<file path="src/hw/interlock_pkg.sv">
package interlock_pkg;

   // Register byte offsets
   localparam logic [7:0] REG_CONFIG  = 8'h00;
   localparam logic [7:0] REG_STATUS  = 8'h04;
   localparam logic [7:0] REG_CLEAR   = 8'h08;
   localparam logic [7:0] REG_ENABLE  = 8'h0c;
   localparam logic [7:0] REG_CODE    = 8'h10;
   localparam logic [7:0] REG_STATE   = 8'h14;

   // Configuration fields
   localparam int         CFG_WIDTH          = 4;
   localparam int         CFG_INDIVIDUAL     = 0;
   localparam int         CFG_REPEATABLE     = 1;
   localparam int         CFG_POWER_TO_LOCK  = 2;
   localparam int         CFG_DOOR_DEPENDENT = 3;
   localparam logic [3:0] CFG_RESET          = 4'h0;

   // Event bits of status, clear and enable
   localparam int         EV_WIDTH        = 5;
   localparam int         EV_TEACH_START  = 0;
   localparam int         EV_LEARNED      = 1;
   localparam int         EV_ABORTED      = 2;
   localparam int         EV_OUTPUTS_OFF  = 3;
   localparam int         EV_LOCK_REFUSED = 4;
   localparam logic [4:0] EV_RESET        = 5'h00;

   // Actuator code; the standard value is arbitrary
   localparam int          CODE_WIDTH    = 16;
   localparam logic [15:0] STANDARD_CODE = 16'h5a5a;
   localparam logic [15:0] CODE_RESET    = 16'h0000;

   // Tick timing
   localparam int CLK_HZ        = 20_000_000;
   localparam int TICK_US       = 1000;
   localparam int TICK_CYCLES   = CLK_HZ / 1_000_000 * TICK_US;
   localparam int TICKS_PER_S   = 1_000_000 / TICK_US;
   localparam int TICKS_WIDTH   = 20;

   // Pairing and inhibit times
   localparam int TEACH_RUN_S    = 10;
   localparam int POWEROFF_MIN   = 5;
   localparam int INHIBIT_MIN    = 10;
   localparam int TEACH_RUN_TICKS = TEACH_RUN_S * TICKS_PER_S;
   localparam int POWEROFF_TICKS  = POWEROFF_MIN * 60 * TICKS_PER_S;
   localparam int INHIBIT_TICKS   = INHIBIT_MIN * 60 * TICKS_PER_S;

   // Indicator patterns, in ticks
   localparam logic [9:0] SLOW_LAST = 10'h3e7;
   localparam logic [9:0] SLOW_ON   = 10'h1f4;
   localparam logic [8:0] FAST_LAST = 9'h14c;
   localparam logic [8:0] FAST_ON   = 9'h050;
   localparam logic [8:0] CODE_LAST = 9'h18f;
   localparam logic [8:0] CODE_ON   = 9'h0c8;
   localparam logic [2:0] CODE_SLOT_LAST = 3'h6;
   localparam logic [2:0] CODE_FLASHES   = 3'h5;

   // Pairing sequence states
   typedef enum logic [2:0] {
      ST_NORMAL   = 3'b000,
      ST_PAIRING  = 3'b001,
      ST_OFF_REQ  = 3'b011,
      ST_CONFIRM  = 3'b010,
      ST_ABORTED  = 3'b110
   } teach_state_t;

endpackage

</file>
<file path="src/hw/interlock_teach_and_lock_ctrl.sv">
`timescale 1ns/1ps
module interlock_teach_and_lock_ctrl
   import interlock_pkg::*;
#(
   parameter int TICK_LEN      = TICK_CYCLES,
   parameter int TEACH_RUN_LEN = TEACH_RUN_TICKS,
   parameter int POWEROFF_LEN  = POWEROFF_TICKS,
   parameter int INHIBIT_LEN   = INHIBIT_TICKS
) (
   // Clock and reset
   input  wire logic        clk_sys,
   input  wire logic        rst,
   // APB slave
   input  wire logic        psel,
   input  wire logic        penable,
   input  wire logic        pwrite,
   input  wire logic [7:0]  paddr,
   input  wire logic [31:0] pwdata,
   output logic      [31:0] prdata,
   output logic             pready,
   output logic             pslverr,
   // Pins from the field
   input  wire logic        supply_ok,
   input  wire logic        actuator_detect,
   input  wire logic [15:0] actuator_code,
   input  wire logic        guard_closed,
   input  wire logic        selector_ok,
   input  wire logic        solenoid_cmd,
   // Actuation and safety outputs
   output logic             solenoid_energize,
   output logic             lock_engaged,
   output logic             safety_output_first,
   output logic             safety_output_second,
   // Indicators
   output logic             led_green,
   output logic             led_red,
   output logic             led_yellow,
   // Interrupt
   output logic             irq
);

   localparam logic [19:0] RUN_LAST = 20'(TEACH_RUN_LEN - 1);
   localparam logic [19:0] OFF_LAST = 20'(POWEROFF_LEN - 1);
   localparam logic [19:0] INH_LAST = 20'(INHIBIT_LEN - 1);

   // Synchronised pins
   logic [20:0]     sync_out;
   wire             s_supply   = sync_out[0];
   wire             s_detect   = sync_out[1];
   wire             s_guard    = sync_out[2];
   wire             s_selector = sync_out[3];
   wire             s_cmd      = sync_out[4];
   wire [15:0]      s_code     = sync_out[20:5];
   logic            tick;

   // State
   teach_state_t    state;          // Pairing sequence
   teach_state_t    next_state;
   logic [19:0]     phase_cnt;      // Ticks in current state
   logic            supply_q;       // Previous supply level
   logic            fresh_power;    // No actuator seen since power-up
   logic [15:0]     pending_code;   // Code under pairing
   logic [15:0]     learned_code;   // Active individual code
   logic            learned;        // An individual code is held
   logic            inhibit_active; // Enabling inhibit running
   logic [19:0]     inhibit_cnt;    // Inhibit ticks elapsed

   // Blink phase counters
   logic [9:0]      slow_cnt;
   logic [8:0]      fast_cnt;
   logic [8:0]      code_sub;
   logic [2:0]      code_slot;

   // Registers
   logic [3:0]      config_reg;
   logic [4:0]      status;
   logic [4:0]      enable;
   logic            refused_q;

   // Pin synchroniser
   input_sync #(.WIDTH(21)) u_sync (
      .clk_sys (clk_sys),
      .rst     (rst),
      .raw     ({actuator_code, solenoid_cmd, selector_ok, guard_closed, actuator_detect, supply_ok}),
      .stable  (sync_out)
   );

   // Common timebase
   tick_gen #(.CYCLES(TICK_LEN)) u_tick (
      .clk_sys (clk_sys),
      .rst     (rst),
      .tick    (tick)
   );

   // Configuration fields
   wire cfg_individual = config_reg[CFG_INDIVIDUAL];
   wire cfg_repeatable = config_reg[CFG_REPEATABLE];
   wire cfg_p2lock     = config_reg[CFG_POWER_TO_LOCK];
   wire cfg_door_dep   = config_reg[CFG_DOOR_DEPENDENT];

   // Actuator qualification
   wire code_std   = (s_code == STANDARD_CODE);
   wire code_own   = learned && (s_code == learned_code);
   wire code_valid = cfg_individual ? code_own : code_std;
   wire power_rise = s_supply && !supply_q;
   wire present    = s_supply && s_detect;

   // Pairing entry: fresh power, unknown actuator, variant allows it
   wire may_pair    = cfg_repeatable || !learned;
   wire teach_start = (state == ST_NORMAL) && present && fresh_power
                      && cfg_individual && !code_valid && may_pair;
   wire run_done    = tick && (phase_cnt == RUN_LAST);
   wire off_timeout = tick && (phase_cnt == OFF_LAST);
   wire learn_now   = (state == ST_CONFIRM) && present && (s_code == pending_code);
   wire confirm_bad = (state == ST_CONFIRM) && present && (s_code != pending_code);
   wire inhibit_done = (inhibit_cnt == INH_LAST);

   // Sequence transitions
   always_comb begin
      next_state = state;
      case (state)
         ST_NORMAL: begin
            if (teach_start)
               next_state = ST_PAIRING;
         end
         ST_PAIRING: begin
            // Early power loss or removal cancels
            if (!present)
               next_state = ST_NORMAL;
            else if (run_done)
               next_state = ST_OFF_REQ;
         end
         ST_OFF_REQ: begin
            if (!s_supply)
               next_state = ST_CONFIRM;
            else if (off_timeout)
               next_state = ST_ABORTED;
         end
         ST_CONFIRM: begin
            if (learn_now)
               next_state = ST_NORMAL;
            else if (confirm_bad)
               next_state = ST_ABORTED;
         end
         ST_ABORTED: begin
            // Held until the next power cycle
            if (!s_supply)
               next_state = ST_NORMAL;
         end
         default: begin
            next_state = ST_NORMAL;
         end
      endcase
   end

   // State register and phase count
   always_ff @(posedge clk_sys) begin
      if (rst) begin
         state     <= ST_NORMAL;
         phase_cnt <= 20'h00000;
      end else begin
         state <= next_state;
         if (next_state != state)
            phase_cnt <= 20'h00000;
         else if (tick)
            phase_cnt <= phase_cnt + 20'h00001;
      end
   end

   // Power-up tracking
   always_ff @(posedge clk_sys) begin
      if (rst) begin
         supply_q    <= 1'b0;
         fresh_power <= 1'b1;
      end else begin
         supply_q <= s_supply;
         if (power_rise)
            fresh_power <= 1'b1;
         else if (present)
            fresh_power <= 1'b0;
      end
   end

   // Code storage; a new code replaces the old one
   always_ff @(posedge clk_sys) begin
      if (rst) begin
         pending_code <= CODE_RESET;
         learned_code <= CODE_RESET;
         learned      <= 1'b0;
      end else begin
         if (teach_start)
            pending_code <= s_code;
         if (learn_now) begin
            learned_code <= pending_code;
            learned      <= 1'b1;
         end
      end
   end

   // Enabling inhibit after learning
   always_ff @(posedge clk_sys) begin
      if (rst) begin
         inhibit_active <= 1'b0;
         inhibit_cnt    <= 20'h00000;
      end else if (learn_now) begin
         inhibit_active <= 1'b1;
         inhibit_cnt    <= 20'h00000;
      end else if (inhibit_active) begin
         if (!s_supply)
            inhibit_cnt <= 20'h00000;
         else if (tick && !inhibit_done)
            inhibit_cnt <= inhibit_cnt + 20'h00001;
         if (inhibit_done && present && code_valid)
            inhibit_active <= 1'b0;
      end
   end

   // Lock and safety output decisions
   wire actuator_ok = present && code_valid && (state == ST_NORMAL);
   wire lock_req    = cfg_p2lock ? s_cmd : !s_cmd;
   wire next_lock   = lock_req && s_guard && s_selector && actuator_ok;
   wire refused     = lock_req && s_guard && actuator_ok && !s_selector;
   wire lock_ok     = cfg_door_dep || next_lock;
   wire next_safe   = actuator_ok && s_guard && !inhibit_active && lock_ok;

   // Actuator and safety outputs
   always_ff @(posedge clk_sys) begin
      if (rst) begin
         solenoid_energize    <= 1'b0;
         lock_engaged         <= 1'b0;
         safety_output_first  <= 1'b0;
         safety_output_second <= 1'b0;
         refused_q            <= 1'b0;
      end else begin
         solenoid_energize    <= s_supply && s_cmd;
         lock_engaged         <= next_lock;
         safety_output_first  <= next_safe;
         safety_output_second <= next_safe;
         refused_q            <= refused;
      end
   end

   // Blink phase counters on the tick
   always_ff @(posedge clk_sys) begin
      if (rst) begin
         slow_cnt  <= 10'h000;
         fast_cnt  <= 9'h000;
         code_sub  <= 9'h000;
         code_slot <= 3'h0;
      end else if (tick) begin
         slow_cnt <= (slow_cnt == SLOW_LAST) ? 10'h000 : slow_cnt + 10'h001;
         fast_cnt <= (fast_cnt == FAST_LAST) ? 9'h000 : fast_cnt + 9'h001;
         code_sub <= (code_sub == CODE_LAST) ? 9'h000 : code_sub + 9'h001;
         if (code_sub == CODE_LAST)
            code_slot <= (code_slot == CODE_SLOT_LAST) ? 3'h0 : code_slot + 3'h1;
      end
   end

   // Blink patterns
   wire blink_slow = (slow_cnt < SLOW_ON);
   wire blink_fast = (fast_cnt < FAST_ON);
   wire blink_code = (code_slot < CODE_FLASHES) && (code_sub < CODE_ON);

   // Indicator selection
   logic next_green, next_red, next_yellow;   // Indicator levels before the flops
   always_comb begin
      next_green  = 1'b0;
      next_red    = 1'b0;
      next_yellow = 1'b0;
      if (s_supply) begin
         case (state)
            ST_PAIRING: begin
               next_red    = 1'b1;
               next_yellow = blink_slow;
            end
            ST_OFF_REQ: begin
               next_red    = 1'b1;
               next_yellow = blink_fast;
            end
            ST_CONFIRM: begin
               next_red    = 1'b1;
            end
            ST_ABORTED: begin
               next_red    = blink_code;
            end
            default: begin
               next_green  = inhibit_active ? blink_slow : 1'b1;
               next_yellow = next_lock || (s_guard && blink_slow);
            end
         endcase
      end
   end

   // Indicator flops
   always_ff @(posedge clk_sys) begin
      if (rst) begin
         led_green  <= 1'b0;
         led_red    <= 1'b0;
         led_yellow <= 1'b0;
      end else begin
         led_green  <= next_green;
         led_red    <= next_red;
         led_yellow <= next_yellow;
      end
   end

   // Events feeding sticky status
   wire [4:0] events;
   assign events[EV_TEACH_START]  = teach_start;
   assign events[EV_LEARNED]      = learn_now;
   assign events[EV_ABORTED]      = (next_state == ST_ABORTED) && (state != ST_ABORTED);
   assign events[EV_OUTPUTS_OFF]  = safety_output_first && !next_safe;
   assign events[EV_LOCK_REFUSED] = refused && !refused_q;

   // APB decode
   wire setup     = psel && !penable;
   wire access_wr = psel && penable && pwrite && pready;
   wire hit_cfg   = (paddr == REG_CONFIG);
   wire hit_stat  = (paddr == REG_STATUS);
   wire hit_clr   = (paddr == REG_CLEAR);
   wire hit_en    = (paddr == REG_ENABLE);
   wire hit_code  = (paddr == REG_CODE);
   wire hit_state = (paddr == REG_STATE);
   wire mapped    = hit_cfg || hit_stat || hit_clr || hit_en || hit_code || hit_state;
   wire [4:0] clr_mask = (access_wr && hit_clr) ? pwdata[4:0] : 5'h00;

   // Read data selection
   wire [31:0] read_word = hit_cfg   ? {28'h0000000, config_reg} :
                           hit_stat  ? {27'h0000000, status} :
                           hit_en    ? {27'h0000000, enable} :
                           hit_code  ? {15'h0000, learned, learned_code} :
                           hit_state ? {26'h0000000, s_guard, s_detect, inhibit_active, state} :
                           32'h00000000;
   // Set wins over clear
   wire [4:0] next_status = (status & ~clr_mask) | events;

   // Register writes and status
   always_ff @(posedge clk_sys) begin
      if (rst) begin
         config_reg <= CFG_RESET;
         enable     <= EV_RESET;
         status     <= EV_RESET;
         irq        <= 1'b0;
      end else begin
         if (access_wr && hit_cfg)
            config_reg <= pwdata[3:0];
         if (access_wr && hit_en)
            enable <= pwdata[4:0];
         status <= next_status;
         irq    <= |(next_status & enable);
      end
   end

   // Zero-wait answer in the access phase
   always_ff @(posedge clk_sys) begin
      if (rst) begin
         pready  <= 1'b0;
         pslverr <= 1'b0;
         prdata  <= 32'h00000000;
      end else begin
         pready  <= setup;
         pslverr <= setup && !mapped;
         if (setup)
            prdata <= pwrite ? 32'h00000000 : read_word;
      end
   end

endmodule

</file>
<file path="src/hw/input_sync.sv">
`timescale 1ns/1ps
module input_sync
   import interlock_pkg::*;
#(
   parameter int WIDTH = 1
) (
   // Clock and reset
   input  wire logic             clk_sys,
   input  wire logic             rst,
   // Raw pins and synchronised copy
   input  wire logic [WIDTH-1:0] raw,
   output logic      [WIDTH-1:0] stable
);

   logic [WIDTH-1:0] meta;   // First stage, read only by second

   // Two flops per bit
   generate
      for (genvar i = 0; i < WIDTH; i++) begin : g_bit
         always_ff @(posedge clk_sys) begin
            if (rst) begin
               meta[i]   <= 1'b0;
               stable[i] <= 1'b0;
            end else begin
               meta[i]   <= raw[i];
               stable[i] <= meta[i];
            end
         end
      end
   endgenerate

endmodule

</file>
<file path="src/hw/tick_gen.sv">
`timescale 1ns/1ps
module tick_gen
   import interlock_pkg::*;
#(
   parameter int CYCLES = TICK_CYCLES
) (
   // Clock and reset
   input  wire logic clk_sys,
   input  wire logic rst,
   // One-cycle tick
   output logic      tick
);

   localparam logic [15:0] LAST = 16'(CYCLES - 1);

   logic [15:0] count;   // Prescaler count
   wire         wrap = (count == LAST);

   // Prescaler, one pulse per period
   always_ff @(posedge clk_sys) begin
      if (rst) begin
         count <= 16'h0000;
         tick  <= 1'b0;
      end else begin
         count <= wrap ? 16'h0000 : count + 16'h0001;
         tick  <= wrap;
      end
   end

endmodule

</file>
<file path="config.mk">
export PLATFORM = sky130hd
export DESIGN_NAME = interlock_teach_and_lock_ctrl
export DESIGN_NICKNAME = d
export VERILOG_FILES = /design/src/hw/interlock_pkg.sv /design/src/hw/interlock_teach_and_lock_ctrl.sv /design/src/hw/input_sync.sv /design/src/hw/tick_gen.sv
export SDC_FILE = /design/constraint.sdc
export NUM_CORES = 1
export LEC_CHECK = 0
export BUFFER_PORTS_ARGS = -buffer_cell sky130_fd_sc_hd__buf_2
export CAP_MARGIN = 20
export CORE_MARGIN = 2
export CORE_UTILIZATION = 55
export CTS_CLUSTER_DIAMETER = 200
export CTS_CLUSTER_SIZE = 40
export DETAILED_ROUTE_END_ITERATION = 6
export GPL_TIMING_DRIVEN = 0
export PLACE_DENSITY = 0.76
export SLEW_MARGIN = 20
export SYNTH_ARGS = -nofsm -noshare
export SYNTH_HDL_FRONTEND = slang
export SYNTH_HIERARCHICAL = 1
export SYNTH_SLANG_ARGS = --single-unit
</file>
<file path="constraint.sdc">
create_clock -name clk_sys -period 2.95 [get_ports clk_sys]
set_clock_uncertainty 0.1 [all_clocks]
set_input_delay 0.7375 -clock clk_sys [delete_from_list [all_inputs] [get_ports clk_sys]]
set_output_delay 0.7375 -clock clk_sys [all_outputs]
set_load 0.01 [all_outputs]
</file>
==> results.ini, run 1 <==
[power]
p_per_area_nw_per_um2 = 465.0
pwr-share-clk_pct = 31.8
p_int_mw = 3.535
p_leak_nw = 3.969
swShare_pct = 22.46
seq_power_share_pct = 63.5
ir_worst_vdd_v = 0.0004321
power_mw = 4.559
p_switching_mw = 1.024
combPwrFrac_pct = 4.8

[yosys]
synth_compound_area_share_pct = 7.004
synth_area_um2 = 8915
yosys-top-cells-count = dfxtp_1, nor2_1, nand2_1
synth_area_leaders = dfxtp_1, nor2_1, xor2_1, mux2i_1, xnor2_1
async_reset_ff_share_pct = 0
ys_warn_count = 6
synth_area_leader_cell = dfxtp_1
synth_ff_type = dfxtp_1
synth_xor_area_share_pct = 10.79
synth_most_common_cell = dfxtp_1
synth.distinct_cells = 75
yosys.area.top_type_share_pct = 47.16
muxShareOfSynthArea_pct = 5.530
synth_top_family_by_area = simple AND/OR/NAND/NOR gates
synth_edf_count = 0
ys_seq_elements = 210
yosysSeqAreaShare_pct = 47.16
yosys.area_share.adder_pct = 0.9825
synthCells = 968
synthSimpleGateAreaFrac_pct = 24.25
synth_area_per_cell_um2 = 9.210

[clock_tree]
cts_setup_buffers = 0
clockBufferDepth = 3
clkSinkCount = 210
cts_tree = done
cts_resized = 0
clock_latency_ns = 0.48
path_clk_slew_ns = 0.13
clock_tree.root_cell = clkbuf_16
htreeDepth = 1
cts_buffers = 9
holdBufCountCts = 0

[global_routing]
grt_pass1_vias = 6084
grt-ovfl-total = 0
grt_max_degree = 41
grt_pass1_wl_um = 29590
globalRouteTotalUtil_pct = 20.39
antenna_found_initial = 0

[die]
io_pins = 108
dieArea_um2 = 17240
dieWidth_um = 131.3
die_y_um = 131.3
rows = 46
core_um2 = 15890
initial_core_util_pct = 56.12

[critical_path]
start_kind = register
crit_type = reg2reg
arrival_ns = 2.95
cp.required_ns = 3.22
path_max_fanout = 10
slowest_delay_ns = 0.47
crit_path_cell_trace = xor2_1 > nor4_1 > nand4_1 > or3_1 > clkbuf_1 > and2_1 > o21ai_2 > buf_2 > nor2_1
critPathCaptureType = register
cp_slowest_cell = dfxtp_1

[route]
dr_total_vias = 6767
ant_nets = 0
avgRoutedWirePerCell_um = 14.38
dr.pass1.iters = 5
viasPerCell = 5.328
routed_wl_um = 18260
drt_iter0_drc = 430
drc = 0

[cells_and_area]
area_growth_pct = 9.965
drive_gt1_share_pct = 12.14
fin_cells = 1270
layout.nets = 1128
top_regs = u_sync/meta: 21 flops, u_sync/stable: 21 flops
antenna_cells = 0

[placed_design]
portBuffers = 62
place_hpwl_um = 13430
globalplace.congestion = 0.9125
dp_slack_ns = -0.08427
dp.cells = 1260

[run]
cap_viol_max_count = 0

[sta]
slew_violations = 0
timing.final.crit_period_ns = 2.682
setup_slack_ns = 0.2677
clock.fmax_ghz = 0.3728
rsz0062_at_grt = false
setup_violations = 0
hold_viol = 0
worstMarginPinSlew_ns = 0.9298
finalCritPeriodShare_pct = 90.93
relSlewSlack_pct = 37.49

[run_status]
outcome = complete, no violations

[worst_hold_path]
hp-class = reg2reg

-- per-stage QoR --
step	hold WS (ns)	cell area, um2	utilization (%)	TNS, ns
after floorplan	0.3138	8967	-	0
after global placement	0.3202	9548	60.11	-0.007440
after detailed placement	0.3204	9548	60.11	-0.6121
after CTS	0.3037	9803	61.71	0
after global routing	0.2960	9803	61.71	0
final	0.3097	9803	61.71	0
-- worst max-delay path: cells and delay by family (launching register included) --
| family | cells | cell delay (ns) |
|---|---|---|
| AND/OR/NAND/NOR | 5 | 1.32 |
| AO/OA/AOI/OAI | 1 | 0.16 |
| XOR/XNOR | 1 | 0.10 |
| flip-flops | 1 | 0.47 |
| buffers and inverters | 2 | 0.45 |
-- layer usage --
| metal | vias to the layer above | part of all wire (%) | wire length (um) | GRT usage (%) |
|---|---|---|---|---|
| met5 | - | 0 | 0 | 0 |
| met4 | 0 | 1.8 | 324 | 4.831 |
| met3 | 25 | 5.0 | 913 | 2.353 |
| met2 | 164 | 46 | 8473 | 34.39 |
| met1 | 3137 | 47 | 8548 | 28.10 |
| li1 | 3441 | - | - | - |
-- power by group through the flow --
stage | clock network (mW) | registers, mW | logic (mW)
3_5_place_dp | 0 | 2.96 | 0.216
6_report | 1.45 | 2.89 | 0.217
3_3_place_gp | 0 | 2.95 | 0.213
4_1_cts | 1.49 | 2.89 | 0.216
5_1_grt | 1.58 | 2.90 | 0.238
2_1_floorplan | 0 | 2.95 | 0.148
-- final timing paths --
| path | cells after the start | slack (ns) | endpoint | from |
|---|---|---|---|---|
| worst max-delay path | 9 | 0.27 | inhibit_cnt[16] | u_sync/stable[12] |
| worst min register to register | 1 | 0.31 | u_sync/stable[9] | u_sync/meta[9] |
| worst min-delay path | 1 | 0.31 | u_sync/stable[9] | u_sync/meta[9] |
| worst max register to register | 9 | 0.27 | inhibit_cnt[16] | u_sync/stable[12] |
-- layout by cell type, fill, tap and decap left out, types with 17 or more instances in the layout --
cell	instances
buf_4	17
xor2_1	59
nand3_1	26
inv_1	18
clkbuf_1	18
nand2_1	62
buf_2	75
a21oi_1	24
nor2b_1	45
nor3_1	20
nor4_1	19
mux2i_1	47
xnor2_1	49
a22oi_1	17
nor2_1	168
nand4_1	35
dfxtp_1	210
-- final cells by class --
class / count / area (um2)
well taps: 216 / 270.3
flip-flops and latches: 210 / 4204
clock buffers: 9 / 225.2
repair buffers: 62 / 310.3
plain buffers: 54 / 306.5
inverters: 19 / 71.32
multi-input cells: 699 / 4385
fillers: 1396 / 6082
clock inverters: 1 / 30.03
-- kinds of logic after synthesis --
group,count (synthesis)
compound gates,89
xor+xnor,109
fa+ha+maj,7
buf+inv,73
flops,210
mux,49
other cells,1
simple gates,430
Power figures use the tool's default switching activity.
==> inputs of run 2 (changes only) <==
--- a/config.mk
+++ b/config.mk
@@ -7,2 +7,3 @@
 export LEC_CHECK = 0
+export ABC_CLOCK_PERIOD_IN_PS = 2950
 export BUFFER_PORTS_ARGS = -buffer_cell sky130_fd_sc_hd__buf_2
@@ -16,2 +17,3 @@
 export PLACE_DENSITY = 0.76
+export RECOVER_POWER = 50
 export SLEW_MARGIN = 20
==> constraint.sdc (replaced) <==
create_clock -name clk_sys -period 2.95 [get_ports clk_sys]
set_clock_uncertainty 0.1 [all_clocks]
set_input_delay 0.1475 -clock clk_sys [delete_from_list [all_inputs] [get_ports clk_sys]]
set_output_delay 0.1475 -clock clk_sys [all_outputs]
set_load 0.01 [all_outputs]
==> results.ini, run 2 (synthesis gave the netlist of run 1 again) <==
[sta]
tns_ns = 0
relSlewSlack_pct = 37.42
rsz0062_at_grt = false
worstMarginPinSlew_ns = 0.9308
clock.fmax_ghz = 0.3693
hold_slack_ns = 0.08522
setup_slack_ns = 0.2420
slew_violations = 0
finalCritPeriodShare_pct = 91.80
setup_violations = 0
hold_viol = 0
timing.final.crit_period_ns = 2.708

[global_routing]
grt_max_degree = 41
grt_pass1_wl_um = 30420
globalRouteTotalUtil_pct = 20.93
grt_pass1_vias = 6316
antenna_found_initial = 0
grt-ovfl-total = 0

[die]
dieArea_um2 = 17240
io_pins = 108
die_y_um = 131.3
initial_core_util_pct = 56.12
core_um2 = 15890
dieWidth_um = 131.3
rows = 46

[power]
ir_worst_vdd_v = 0.0004404
p_leak_nw = 3.956
p_per_area_nw_per_um2 = 457.8

[cells_and_area]
top_regs = u_sync/meta: 21 flops, u_sync/stable: 21 flops
area_growth_pct = 12.69
final_common_cell = dfxtp_1
antenna_cells = 0
fin_util_pct = 63.24
drive_gt1_share_pct = 8.287
layout.nets = 1160
most-common-layout-cells = dfxtp_1, nor2_1, nand2_1, xor2_1, clkbuf_1
n_fill_cell = 1385

[run]
cap_viol_max_count = 0

[critical_path]
path_max_fanout = 10
critPathCaptureType = register
crit_type = reg2reg
start_kind = register
cp.required_ns = 3.22
arrival_ns = 2.98
slowest_delay_ns = 0.47
crit_buf_inv = 2
critPathTopFamily = simple AND/OR/NAND/NOR gates
crit_path_cell_trace = xor2_1 > nor4_1 > nand4_1 > or3_1 > clkbuf_1 > and2_1 > o21ai_2 > buf_2 > nor2_1
cp_slowest_cell = dfxtp_1

[clock_tree]
clock_tree.root_cell = clkbuf_16
htreeDepth = 1
clockBufferDepth = 3
path_clk_slew_ns = 0.14
cts_buffers = 9
cts_tree = done
cts_resized = 0
holdBufCountCts = 32
clock_latency_ns = 0.48
clkSinkCount = 210
cts_setup_buffers = 0

[placed_design]
place_hpwl_um = 13430
globalplace.congestion = 0.9125
dp_slack_ns = 0.3097
portBuffers = 62

[route]
ant_nets = 0
drc = 0
viasPerCell = 5.263
avgRoutedWirePerCell_um = 14.46
dr_total_vias = 6853
drt_iter0_drc = 459
dr.pass1.iters = 5
routed_wl_um = 18830

[run_status]
outcome = complete, no violations

[worst_hold_path]
hp-class = in2reg

==> run 2: cell types whose count changed in the layout (fill, tap and decap cells not counted), sizes merged <==
cell and change:
buf -37, clkbuf +37, dlygate4sd3 +32
==> run 2: routing by layer <==
metal	up-vias	routed length, um	global-route usage (%)
met5	-	0	0
met4	0	346	4.710
met3	25	843	2.353
met2	139	8778	36.05
met1	3191	8858	28.35
li1	3498	-	-
==> run 2: through the flow <==
stage	cell area, um2	cells	power [mW]
floorplan	8967	982	3.097
global placement	9548	1260	3.168
detailed placement	9548	1260	3.171
CTS	10120	1302	4.630
global route	10050	1302	4.749
finish	10050	1302	4.599
==> run 2: power by group <==
part / switching, mW / total [mW] / internal [mW]
clock: 0.883 / 1.46 / 0.577
sequential: 0.0249 / 2.89 / 2.87
combinational: 0.134 / 0.246 / 0.112
total: 1.04 / 4.60 / 3.56
==> run 2: cell type report <==
class                           count  area, um2  share of cell area (%)
Clock buffer                        9      225.2                   2.242
Sequential cell                   210       4204                   41.85
Clock inverter                      1      30.03                  0.2989
Tap cell                          216      270.3                   2.690
Buffer                             54      282.8                   2.815
Timing Repair Buffer               94      596.8                   5.941
Multi-Input combinational cell    699       4365                   43.45
Inverter                           19      71.32                  0.7099
==> run 2: final timing paths <==
path,startpoint,endpoint,slack (ns),cells past startpoint
worst max-delay path,u_sync/stable[12],inhibit_cnt[16],0.24,9
worst min-delay path,paddr[6],prdata[4],0.09,6
worst max register to register,u_sync/stable[12],inhibit_cnt[16],0.24,9
worst min register to register,u_sync/meta[9],u_sync/stable[9],0.31,1
==> run 2: tightest hold or removal path, delay by kind of cell <==
| kind | cells | cell delay [ns] |
|---|---|---|
| and+or+nand+nor | 4 | 0.29 |
| buffers and inverters | 1 | 0.09 |
| AOI/OAI and AO/OA | 1 | 0.11 |
==> inputs of run 3 (changes only) <==
CORE_UTILIZATION = 40   (was 55)
PLACE_DENSITY = default   (was 0.76)
==> results.ini, run 3 (synthesis gave the netlist of run 1 again) <==
[run_status]
outcome = complete, no violations

[route]
routed_wl_um = 19290
met1_length_um = 9451
wl_met3_um = 735
drc = 0
avgRoutedWirePerCell_um = 14.11
met2_length_um = 8881
dr.pass1.iters = 5
ant_nets = 0
viasPerCell = 5.009
dr_total_vias = 6847
topRoutingLayerUsed = met4
drt_iter0_drc = 353

[global_routing]
globalRouteTotalUtil_pct = 16.12
grt_pass1_vias = 6277
grt_max_degree = 41
antenna_found_initial = 0
grt_pass1_wl_um = 31790
grt-ovfl-total = 0

[power]
ir_worst_vdd_v = 0.0003724
p_per_area_nw_per_um2 = 452.6
p_leak_nw = 3.965
power_mw = 4.592

[critical_path]
r2r-end = inhibit_cnt[18]
crit_type = reg2reg
crit_path_cell_trace = xor2_1 > nor4_1 > nand4_1 > or3_1 > clkbuf_1 > and2_1 > o21ai_2 > clkbuf_4 > nor2_1
path_max_fanout = 10
critPathCaptureType = register
cp.required_ns = 3.19
cp_slowest_cell = dfxtp_1
slowest_delay_ns = 0.46
crit_buf_inv = 2
start_kind = register
r2r-start = u_sync/stable[12]
arrival_ns = 2.99
worst-r2r-cell-count = 9
r2r_slack_ns = 0.20
critPathTopFamily = simple AND/OR/NAND/NOR gates

[cells_and_area]
most-common-layout-cells = dfxtp_1, nor2_1, nand2_1, xor2_1, clkbuf_1
drive_gt1_share_pct = 8.740
antenna_cells = 0
area_growth_pct = 13.82
n_fill_cell = 2168
multi_input_area_um2 = 4374
top_regs = u_sync/meta: 21 flops, u_sync/stable: 21 flops
design_area_um2 = 10150
layout.nets = 1161
final_common_cell = dfxtp_1
regArea_um2 = 4205

[worst_hold_path]
hp-class = in2reg
worstHoldPathCells = 6
whs_endpoint = prdata[4]
worstHoldStart = paddr[7]

[die]
io_pins = 108
rows = 54
die_y_um = 153.3
initial_core_util_pct = 40.85
dieArea_um2 = 23500
core_um2 = 21820
dieWidth_um = 153.3

[clock_tree]
htreeDepth = 1
clock_latency_ns = 0.48
cts_tree = done
path_clk_slew_ns = 0.14
cts_buffers = 9
clkSinkCount = 210
clockBufferDepth = 3
clock_tree.root_cell = clkbuf_16

[sta]
worstMarginPinSlew_ns = 0.9367
hold_viol = 0
timing.final.crit_period_ns = 2.750
hold_slack_ns = 0.06504
relSlewSlack_pct = 37.02
clock.fmax_ghz = 0.3637
finalCritPeriodShare_pct = 93.21
setup_slack_ns = 0.2002
rsz0062_at_grt = false
slew_violations = 0
setup_violations = 0
tns_ns = 0

[placed_design]
dp_slack_ns = 0.2564
place_hpwl_um = 14070
portBuffers = 62
globalplace.congestion = 0.8433
place_area_um2 = 9628

[run]
cap_viol_max_count = 0

run 3: cell count changes in the layout (fill, tap and decap cells not counted), sizes merged:
cell,before,now
buf,61,63
clkbuf,64,63
run 3: worst max path at each step:
stage,from,slack (ns),endpoint,cells past startpoint
final,u_sync/stable[12],0.20,inhibit_cnt[18],9
after global routing,u_sync/stable[12],0.03,inhibit_cnt[18],9
after CTS,u_sync/stable[20],0.18,inhibit_cnt[18],9
after detailed placement,u_sync/stable[20],0.26,inhibit_cnt[18],9
after global placement,u_sync/stable[20],0.29,inhibit_cnt[9],9
after floorplan,u_sync/stable[6],0.75,irq,8
run 3: stage by stage:
step	cells	util (%)
floorplan	982	-
global placement	1324	44.12
detailed placement	1324	44.12
CTS	1366	46.76
global route	1367	46.50
finish	1367	46.50
run 3: what timing repair did:
| item | in CTS | in global routing |
|---|---|---|
| hold endpoints to repair | 42 | 0 |
| hold buffers | 32 | 0 |
| setup endpoints to repair | 0 | 1 |
| gates resized for setup | 0 | 2 |
| buffers inserted | 0 | 1 |
run 3: power by group:
part	internal [mW]	switching (mW)	total, mW
clock	0.577	0.874	1.45
combinational	0.114	0.133	0.247
sequential	2.87	0.0255	2.89
run 3: layout make-up:
cell class | count | share of cell area (%)
inverters | 19 | 0.7028
plain buffers | 54 | 2.824
repair buffers | 95 | 5.956
flip-flops and latches | 210 | 41.44
clock inverters | 1 | 0.2959
clock buffers | 9 | 2.219
multi-input cells | 699 | 43.11
well taps | 280 | 3.453
run 3: layer usage:
| layer | GRT usage (%) | vias to the layer above |
|---|---|---|
| met5 | 0 | - |
| met2 | 26.79 | 134 |
| met3 | 1.956 | 14 |
| met4 | 2.557 | 0 |
| met1 | 22.90 | 3198 |
| li1 | - | 3501 |
run 3: worst register-to-register path: cells and delay by family (launching register included):
kind	cells	cell delay, ns
AND/OR/NAND/NOR	5	1.30
buffers and inverters	2	0.48
flip-flops	1	0.46
AO/OA/AOI/OAI	1	0.18
XOR/XNOR	1	0.10
